==> src/rtl/rsc_pkg.sv <==
// Register map, field layout and timing constants of the strap capture block
package rsc_pkg;
  localparam int ADDR_W = 8;
  localparam int DATA_W = 8;

  // Register offsets
  localparam logic [ADDR_W-1:0] SOFT_STRAP_CAPTURE_OFS = 8'h08;
  localparam logic [ADDR_W-1:0] HARD_STRAP_CAPTURE_OFS = 8'h09;

  // Reset values
  localparam logic [DATA_W-1:0] SOFT_STRAP_CAPTURE_RST = 8'h00;
  localparam logic [DATA_W-1:0] HARD_STRAP_CAPTURE_RST = 8'h00;

  // Field positions
  localparam int MODE_FLAG_BIT = 7;
  localparam int SOFT_CODE_LSB = 4;
  localparam int SOFT_CODE_W = 3;
  localparam int HARD_CODE_LSB = 2;
  localparam int HARD_CODE_W = 6;

  // Soft code levels of the tri-level pin
  localparam logic [1:0] TRI_LOW = 2'h0;
  localparam logic [1:0] TRI_FLOAT = 2'h1;
  localparam logic [1:0] TRI_HIGH = 2'h2;
  localparam logic [2:0] TRI_COUNT = 3'h3;

  // Timing: clock period and settling time of the pull-up probe
  localparam int CLK_PERIOD_PS = 4000;
  localparam int PULL_SETTLE_NS = 40;
  localparam int PULL_SETTLE_CYC =
    (PULL_SETTLE_NS * 1000 + CLK_PERIOD_PS - 1) / CLK_PERIOD_PS;
  localparam int SETTLE_CNT_W = 8;

  typedef enum logic [1:0]
  {
    RSC_PROBE_LOW,
    RSC_PROBE_HIGH,
    RSC_DONE
  } rsc_state_t;
endpackage

==> src/rtl/rsc_strap_capture.sv <==
// Strap pin capture at reset release with two read-only status registers
// Notes on behaviour
// - capture at reset release, hold until reset
// - soft register bit 7 shows select pin
// - soft select: bits 6:4 code pins 3,2
// - hard select: bits 7:2 pins 5 to 0
// - hard field zero when soft selected
//
// Local design decision: the strobed register port.
module rsc_strap_capture
#(
  parameter int SETTLE_CYC = rsc_pkg::PULL_SETTLE_CYC
)
(
  input wire logic mclk, // 250 MHz clock
  input wire logic rst_n, // Synchronous reset, active low
  input wire logic hard_soft_select_pin, // Strap mode select pin level
  input wire logic [5:0] strap_pin, // Strap pin levels 5 to 0
  input wire logic [7:0] reg_addr, // Register address
  input wire logic [7:0] reg_wdata, // Write data, registers are read-only
  input wire logic reg_wr, // Write strobe
  input wire logic reg_rd, // Read strobe
  output logic [7:0] reg_rdata, // Read data, cycle after read strobe
  output logic strap_pull_up, // Pull on strap pin 2: 1 up, 0 down
  output logic capture_done // Capture complete, registers valid
);
  rsc_pkg::rsc_state_t state_r;
  rsc_pkg::rsc_state_t state_nxt;
  logic [rsc_pkg::SETTLE_CNT_W-1:0] settle_r;
  logic [rsc_pkg::SETTLE_CNT_W-1:0] settle_nxt;
  logic strap_mode_flag_r;
  logic strap_mode_flag_nxt;
  logic pin3_r;
  logic pin3_nxt;
  logic pin2_pd_r;
  logic pin2_pd_nxt;
  logic [2:0] soft_strap_code_r;
  logic [2:0] soft_strap_code_nxt;
  logic [5:0] hard_strap_code_r;
  logic [5:0] hard_strap_code_nxt;
  logic pull_up_r;
  logic pull_up_nxt;
  logic done_r;
  logic done_nxt;
  logic [7:0] rdata_r;
  logic [7:0] rdata_nxt;
  logic [2:0] soft_code_dec;
  logic [7:0] soft_reg_val;
  logic [7:0] hard_reg_val;

  localparam logic [rsc_pkg::SETTLE_CNT_W-1:0] SETTLE_LAST =
    rsc_pkg::SETTLE_CNT_W'(SETTLE_CYC - 1);

  rsc_tri_decode u_tri_decode
  (
    .pin_hi_lvl(pin3_r),
    .pin_pd_lvl(pin2_pd_r),
    .pin_pu_lvl(strap_pin[2]),
    .soft_code(soft_code_dec)
  );

  // Capture sequence: pins under pull-down at release, then in soft mode pin 2 under pull-up
  always_comb
  begin
    state_nxt = state_r;
    settle_nxt = settle_r;
    strap_mode_flag_nxt = strap_mode_flag_r;
    pin3_nxt = pin3_r;
    pin2_pd_nxt = pin2_pd_r;
    soft_strap_code_nxt = soft_strap_code_r;
    hard_strap_code_nxt = hard_strap_code_r;
    pull_up_nxt = pull_up_r;
    done_nxt = done_r;
    unique case (state_r)
      rsc_pkg::RSC_PROBE_LOW:
      begin
        // latch at first edge after release
        strap_mode_flag_nxt = hard_soft_select_pin;
        pin3_nxt = strap_pin[3];
        pin2_pd_nxt = strap_pin[2];
        hard_strap_code_nxt = hard_soft_select_pin ? strap_pin : 6'h00;
        if (hard_soft_select_pin)
        begin
          done_nxt = 1'b1;
          state_nxt = rsc_pkg::RSC_DONE;
        end
        else
        begin
          pull_up_nxt = 1'b1;
          settle_nxt = '0;
          state_nxt = rsc_pkg::RSC_PROBE_HIGH;
        end
      end
      rsc_pkg::RSC_PROBE_HIGH:
      begin
        if (settle_r == SETTLE_LAST)
        begin
          soft_strap_code_nxt = soft_code_dec;
          pull_up_nxt = 1'b0;
          done_nxt = 1'b1;
          state_nxt = rsc_pkg::RSC_DONE;
        end
        else
        begin
          settle_nxt = settle_r + 1'b1;
        end
      end
      rsc_pkg::RSC_DONE:
      begin
        state_nxt = rsc_pkg::RSC_DONE;
      end
      // Unused state code restarts the capture
      default:
      begin
        state_nxt = rsc_pkg::RSC_PROBE_LOW;
      end
    endcase
  end

  always_ff @(posedge mclk)
  begin
    if (!rst_n)
    begin
      state_r <= rsc_pkg::RSC_PROBE_LOW;
      settle_r <= '0;
      strap_mode_flag_r <= 1'b0;
      pin3_r <= 1'b0;
      pin2_pd_r <= 1'b0;
      soft_strap_code_r <= 3'h0;
      hard_strap_code_r <= 6'h00;
      pull_up_r <= 1'b0;
      done_r <= 1'b0;
    end
    else
    begin
      state_r <= state_nxt;
      settle_r <= settle_nxt;
      strap_mode_flag_r <= strap_mode_flag_nxt;
      pin3_r <= pin3_nxt;
      pin2_pd_r <= pin2_pd_nxt;
      soft_strap_code_r <= soft_strap_code_nxt;
      hard_strap_code_r <= hard_strap_code_nxt;
      pull_up_r <= pull_up_nxt;
      done_r <= done_nxt;
    end
  end

  // Register images
  always_comb
  begin
    soft_reg_val = rsc_pkg::SOFT_STRAP_CAPTURE_RST;
    hard_reg_val = rsc_pkg::HARD_STRAP_CAPTURE_RST;
    soft_reg_val[rsc_pkg::MODE_FLAG_BIT] = strap_mode_flag_r;
    // soft field zero in hard mode
    soft_reg_val[rsc_pkg::SOFT_CODE_LSB +: rsc_pkg::SOFT_CODE_W] =
      strap_mode_flag_r ? 3'h0 : soft_strap_code_r;
    // hard field zero in soft mode
    hard_reg_val[rsc_pkg::HARD_CODE_LSB +: rsc_pkg::HARD_CODE_W] =
      strap_mode_flag_r ? hard_strap_code_r : 6'h00;
  end

  // Read port; writes are accepted and ignored, unmapped reads give zero
  always_comb
  begin
    rdata_nxt = 8'h00;
    if (reg_rd)
    begin
      unique case (reg_addr)
        rsc_pkg::SOFT_STRAP_CAPTURE_OFS: rdata_nxt = soft_reg_val;
        rsc_pkg::HARD_STRAP_CAPTURE_OFS: rdata_nxt = hard_reg_val;
        default: rdata_nxt = 8'h00;
      endcase
    end
  end

  always_ff @(posedge mclk)
  begin
    if (!rst_n)
      rdata_r <= 8'h00;
    else
      rdata_r <= rdata_nxt;
  end

  assign reg_rdata = rdata_r;
  assign strap_pull_up = pull_up_r;
  assign capture_done = done_r;
endmodule

==> src/rtl/rsc_tri_decode.sv <==
// Soft strap code from one two-level pin and one tri-level pin
module rsc_tri_decode
(
  input wire logic pin_hi_lvl, // Level of strap pin 3
  input wire logic pin_pd_lvl, // Strap pin 2 seen with pull-down
  input wire logic pin_pu_lvl, // Strap pin 2 seen with pull-up
  output logic [2:0] soft_code // Combined code 0 to 5
);
  logic [1:0] tri_lvl;

  always_comb
  begin
    if (pin_pd_lvl && pin_pu_lvl)
      tri_lvl = rsc_pkg::TRI_HIGH;
    else if (!pin_pd_lvl && !pin_pu_lvl)
      tri_lvl = rsc_pkg::TRI_LOW;
    else
      tri_lvl = rsc_pkg::TRI_FLOAT;
  end

  always_comb
  begin
    soft_code = (pin_hi_lvl ? rsc_pkg::TRI_COUNT : 3'h0) + {1'b0, tri_lvl};
  end
endmodule

==> config.mk <==
export PLATFORM = sky130hd
export DESIGN_NAME = rsc_strap_capture
export DESIGN_NICKNAME = d
export VERILOG_FILES = /design/src/rtl/rsc_pkg.sv /design/src/rtl/rsc_strap_capture.sv /design/src/rtl/rsc_tri_decode.sv
export SDC_FILE = /design/constraint.sdc
export NUM_CORES = 1
export LEC_CHECK = 0
export BUFFER_PORTS_ARGS = -buffer_cell sky130_fd_sc_hd__buf_2
export CAP_MARGIN = 20
export CORE_MARGIN = 1
export CORE_UTILIZATION = 30
export DETAILED_ROUTE_END_ITERATION = 10
export MAX_ROUTING_LAYER = met4
export REMOVE_ABC_BUFFERS = 1
export SYNTH_ARGS = -nofsm -noshare
export SYNTH_HDL_FRONTEND = slang
export SYNTH_HIERARCHICAL = 1
export SYNTH_SLANG_ARGS = --single-unit
==> constraint.sdc <==
create_clock -name mclk -period 2.2 [get_ports mclk]
set_input_delay 0.33 -clock mclk [delete_from_list [all_inputs] [get_ports mclk]]
set_output_delay 0.33 -clock mclk [all_outputs]
set_load 0.02 [all_outputs]
After elaboration in Yosys (flattened, before gate mapping)

Cells that the tools add are included.

Register bits after elaboration: 32
Latch bits: 0
Memory bits (writable): 0
Memory bits (read-only): 0
Bits of input ports: 27
Output and inout port bits: 10
Logic and storage cells: 51
Memories kept: 0

$add $sub $neg: 2
Multipliers: 0
Divide/modulo/power cells: 0
$lt $le $gt $ge: 0
Equal/unequal tests: 9
Shift-type cells: 0
Muxes and demuxes: 19
Bitwise operators: 0
Reduce and logical (&&, ||, !) cells: 11

Operators with widths:

| operator                                            | number |
|---|---|
| one-hot mux 8 bit (2 select lines)                  | 2 |
| equality test 8 x 4 -> 1 bit, second input constant | 3 |
| two-way mux 8 bit                                   | 2 |
| two-way mux 6 bit                                   | 2 |
| AND reduction 3 bit                                 | 3 |
| adder 8 x 1 -> 8 bit, second input constant         | 1 |
| two-way mux 2 bit                                   | 4 |
| inequality test 2 bit, second input constant        | 4 |
| one-hot mux 2 bit (3 select lines)                  | 1 |
| two-way mux 1 bit                                   | 5 |
| one-hot mux 1 bit (2 select lines)                  | 2 |
| AND reduction 2 bit                                 | 2 |
| adder 3 x 2 -> 3 bit                                | 1 |
| two-way mux 3 bit                                   | 1 |
| equality test 2 x 1 -> 1 bit, second input constant | 1 |
| equality test 2 bit, second input constant          | 1 |
| logical AND 1 bit                                   | 2 |
| zero test 1 bit                                     | 2 |
| zero test 2 bit                                     | 1 |
| nonzero test 2 bit                                  | 1 |

Longest topological paths before layout

Word-level depth: 5
Depth in mapped cells: 7
Mapped depth without buffers: 6

Hierarchy

The synthesis kept the hierarchy.

Modules (own cells, without submodules):

| module            | instances | cells an instance | area an instance (um2) | sequential area each (um2) |
|---|---|---|---|---|
| rsc_strap_capture | 1         | 152               | 1351.3                 | 600.6 |
| rsc_tri_decode    | 1         | 3                 | 45.0                   | 0.0 |

Least setup slack after synthesis

OpenSTA, ideal clock, no wires.

Path kind: register to register
Start: reg settle_r[0] (netlist bit)
End: reg pull_up_r (netlist: strap_pull_up)
Library setup time: 119 ps
Arrival time: 1799 ps
Data required time: 2081 ps
Slack: 283 ps
Cell stages (with the launch flop): 6
Buffers on the path: 1
Period minus slack after synthesis: 1917 ps
Cells stage by stage: dfxtp_1 -> ha_1 -> or4b_4 -> or4_1 -> buf_2 -> o221a_1

Cells in the longest elaborated chain, start to end: 3

RTL lines:

| what                                   | line                     | RTL |
|---|---|---|
| from (decl)                            | rsc_strap_capture.sv:29  | `logic [rsc_pkg::SETTLE_CNT_W-1:0] settle_r;` |
| from (signal assigned)                 | rsc_strap_capture.sv:137 | `settle_r <= settle_nxt;` |
| equality test 8 x 4 -> 1 bit           | rsc_strap_capture.sv:96  | `if (settle_r == SETTLE_LAST)` |
| inequality test 2 bit (no source line) | --                       |  |
| AND reduction 3 bit (no source line)   | --                       |  |
| to (signal assigned)                   | rsc_strap_capture.sv:143 | `pull_up_r <= pull_up_nxt;` |
| to (decl)                              | rsc_strap_capture.sv:41  | `logic pull_up_r;` |

No other way between the ends.
A chain may end at the register's enable or synchronous reset.

Worst setup path after layout

Start: reg settle_r[1] (netlist bit)
End: reg settle_r[1] (netlist bit)

Cells in the longest elaborated chain, start to end: 3
Elaborated cells between the ends (all ways): 6
Those cells by class: add/sub (1); eq/ne (2); mux (2); reduce/logical (1)

RTL lines:

| what                                                                             | line |
|---|---|
| adder 8 x 1 -> 8 bit / equality test 8 x 4 -> 1 bit (equally long branches)      | rsc_strap_capture.sv:105, rsc_strap_capture.sv:96 |
| two-way mux 8 bit / inequality test 2 bit (equally long branches)                | -- |
| one-hot mux 8 bit (2 select lines) / AND reduction 3 bit (equally long branches) | -- |

Parallel ways exist; a longest one is shown, timed or not. The select of a mux whose other input is x is not followed.

==> insert_results.sql <==
INSERT INTO impl_metrics (metric_group, metric, value, unit) VALUES
('placement', 'io_buffer_count', '25', ''),
('synth', 'synthArstFlopShare', '0', ''),
('finish', 'sequential_cell_area', '601', 'um2'),
('clock_network', 'cts.reportedPaths.clkPinSlew', '0.07', 'ns'),
('global_route', 'track_usage', '0.136', ''),
('synth', 'post_synth_inst_count', '155', ''),
('sta', 'timing.slew.headroom', '0.631', ''),
('placement', 'placed_cell_area', '0.00160', 'mm2'),
('flow_run', 'max_cap_violations', '0', ''),
('pwr', 'ir_worst_vdd', '237', 'uV'),
('routing', 'firstDrtPassIters', '4', ''),
('synth', 'yosys.cell_types.count', '38', ''),
('global_route', 'grt_first_pass_wirelength', '5000', 'um'),
('sta', 'fmaxAchievable', '475', 'MHz'),
('pwr', 'seqPwrFrac', '0.444', ''),
('finish', 'flow.area_growth_from_synthesis', '21.1', '%'),
('floorplan', 'floorplan.rows', '24', ''),
('sta', 'setup-tns-final', '0', 'ns'),
('routing', 'drtAntennaViolNets', '0', ''),
('synth', 'yosysWarningCount', '6', ''),
('pwr', 'switching_power', '0.401', 'mW'),
('clock_network', 'cts-root-to-sink-buffers', '2', ''),
('synth', 'synth.ff_latch_count', '30', ''),
('global_route', 'first_global_vias', '1098', ''),
('clock_network', 'worst_skew_pair.late_latency', '0.29', 'ns'),
('outcome', 'result_of_the_run', 'completed', ''),
('clock_network', 'postCtsSetupRepairBufs', '0', ''),
('routing', 'drcViolationCount', '0', ''),
('sta', 'final_number_of_hold_violating_endpoints', '0', ''),
('pwr', 'total_power', '1.36', 'mW'),
('placement', 'gp_routability_congestion', '0.826', ''),
('sta', 'total_setup_violations_reported_at_the_end_of_the_flow', '0', ''),
('finish', 'finalInstanceArea', '0.00169', 'mm2'),
('hold_path', 'min_path_type', 'input port to flop', ''),
('critical_path', 'crit_slowest_cell', 'or4_1', ''),
('synth', 'synth_area_per_cell', '9.01', 'um2'),
('critical_path', 'crit_arrival', '2.33', 'ns'),
('synth', 'top_ff_cell_synth', 'dfxtp_1', ''),
('clock_network', 'tritoncts.num_buffers', '5', ''),
('floorplan', 'start_util', '0.316', ''),
('sta', 'rsz0062_at_grt', 'false', ''),
('floorplan', 'boundaryPins', '37', ''),
('finish', 'fin_nets', '221', ''),
('critical_path', 'worstSetupEndpointType', 'flop', ''),
('pwr', 'switching_share', '0.295', ''),
('clock_network', 'clock_sink_count', '30', ''),
('floorplan', 'core_area', '0.00441', 'mm2'),
('synth', 'synth-seq-area-share', '0.430', ''),
('synth', 'syn-cell-area', '0.00140', 'mm2'),
('synth', 'synth_edf_count', '0', ''),
('pwr', 'power_per_cell_area', '803', 'mW/mm2'),
('global_route', 'grt_antenna_before_repair', '0', ''),
('clock_network', 'clock_tree_from_tritoncts', 'yes', ''),
('pwr', 'p_int', '0.958', 'mW'),
('critical_path', 'path_class', 'flop to flop', ''),
('global_route', 'grt_start_max_net_pins', '17', ''),
('clock_network', 'ctsResizeCount', '0', ''),
('global_route', 'global_route.overflow_total', '0', ''),
('sta', 'max_slew.worst_pin.slew', '0.540', 'ns'),
('finish', 'fillCellCount', '457', ''),
('floorplan', 'dieHeight', '70.2', 'um'),
('critical_path', 'critPathLaunchType', 'flop', ''),
('routing', 'drt-vias-per-instance', '4.72', ''),
('sta', 'timing.final.crit_share', '0.958', ''),
('placement', 'detailed_place_hpwl', '2090', 'um'),
('pwr', 'power.combinational.fraction', '0.210', ''),
('routing', 'dr_total_vias', '1127', ''),
('critical_path', 'critPathRequiredTime', '2.42', 'ns'),
('pwr', 'clkPwrFrac', '0.346', ''),
('sta', 'final_max_slew_viol_count', '0', ''),
('clock_network', 'post_cts_hold_buffer_count', '0', '');
sequential cells by signal (all words and copies together) (netlist names):
| register | flops |
|---|---|
| hard_strap_code_r | 6 |
| soft_strap_code_r | 3 |
| state_r | 2 |
| settle_r | 8 |
| pin2_pd_r | 1 |
| capture_done | 1 |
| pin3_r | 1 |
| reg_rdata | 6 |
| strap_mode_flag_r | 1 |
| strap_pull_up | 1 |
cells by family after synthesis:
group | Yosys count | synth area share
buf+inv | 17 | 0.0520
other cells | 1 | 0.00269
mux | 8 | 0.0582
flops | 30 | 0.430
simple gates | 60 | 0.228
compound gates | 28 | 0.134
fa+ha+maj | 8 | 0.0771
xor+xnor | 3 | 0.0188
path summary, 6_finish.rpt:
check,startpoint,endpoint,slack (ns),depth (start not counted)
worst max register to register,settle_r[1],settle_r[1],0.09,6
worst max-delay path,settle_r[1],settle_r[1],0.09,6
worst min register to register,hard_strap_code_r[1],reg_rdata[3],0.46,1
worst min-delay path,strap_pin[1],hard_strap_code_r[1],0.27,3
placed cells by master, fill, tap and decap left out, types with 2 or more instances in the layout:
master,netlist,final
o21ai_0,4,4
nor2_1,22,22
dfxtp_1,30,30
nand3b_1,2,2
or4_1,2,2
nand3_1,3,3
nand4b_1,2,2
o21a_1,2,2
clkbuf_8,0,6
inv_1,9,9
nand2b_1,5,5
nor2b_1,6,6
a22oi_1,3,3
and2_1,5,5
xnor2_1,3,3
buf_4,2,6
conb_1,1,2
a21oi_1,11,11
buf_2,1,25
nand2_1,8,8
mux2i_1,7,7
ha_1,7,7
power by group through the flow:
| stage | sequential, mW | clock, mW | combinational, mW |
|---|---|---|---|
| 3_3_place_gp | 0.616 | 0 | 0.283 |
| 4_1_cts | 0.604 | 0.484 | 0.288 |
| 3_5_place_dp | 0.616 | 0 | 0.287 |
| 6_report | 0.603 | 0.470 | 0.285 |
| 2_1_floorplan | 0.620 | 0 | 0.184 |
| 5_1_grt | 0.608 | 0.512 | 0.320 |
metrics by stage:
| step | instances | hold slack [ns] | setup WS, ns | util |
|---|---|---|---|---|
| after floorplan | 148 | 0.421 | 0.257 | - |
| after global placement | 231 | 0.442 | 0.136 | 0.362 |
| after detailed placement | 231 | 0.446 | 0.112 | 0.362 |
| after CTS | 239 | 0.265 | 0.0914 | 0.383 |
| after global routing | 239 | 0.274 | 0.0394 | 0.383 |
| final | 239 | 0.271 | 0.0934 | 0.383 |
layout make-up:
| class | count | share of cell area |
|---|---|---|
| sequential | 30 | 0.355 |
| multi-input combinational | 109 | 0.430 |
| clock buffer | 6 | 0.0488 |
| clock inverter | 2 | 0.00740 |
| tap | 52 | 0.0385 |
| timing repair buffer | 31 | 0.101 |
| inverter | 9 | 0.0200 |
worst max-delay path, delay by kind of cell, from the launching register on:
| family | cells | cell delay [ns] |
|---|---|---|
| muxes | 1 | 0.19 |
| and+or+nand+nor | 3 | 1.33 |
| buffers and inverters | 1 | 0.06 |
| adders and majority gates | 1 | 0.13 |
| DFF | 1 | 0.34 |
metal layers:
metal  wire [um]  track usage  vias up  share of wire
met5           0            -        -              0
met4          71       0.0733        0          0.025
met3         136       0.0447        6          0.048
met2        1230        0.194       27           0.43
met1        1420        0.170      507           0.50
li1            -            -      587              -
cells in the mapped netlist (all sizes together) (4+ instances only):
cell    count  area (um2)
dfxtp      30         601
nor2       22        82.6
a21oi      11        55.1
inv         9        33.8
nand2       9        36.3
ha          7        87.6
mux2i       7        70.1
nor2b       6        37.5
and2        5        31.3
nand2b      5        31.3
buf         4        23.8
clkbuf      4        15.0
o21ai       4        20.0
(Power assumes the default switching activity.)
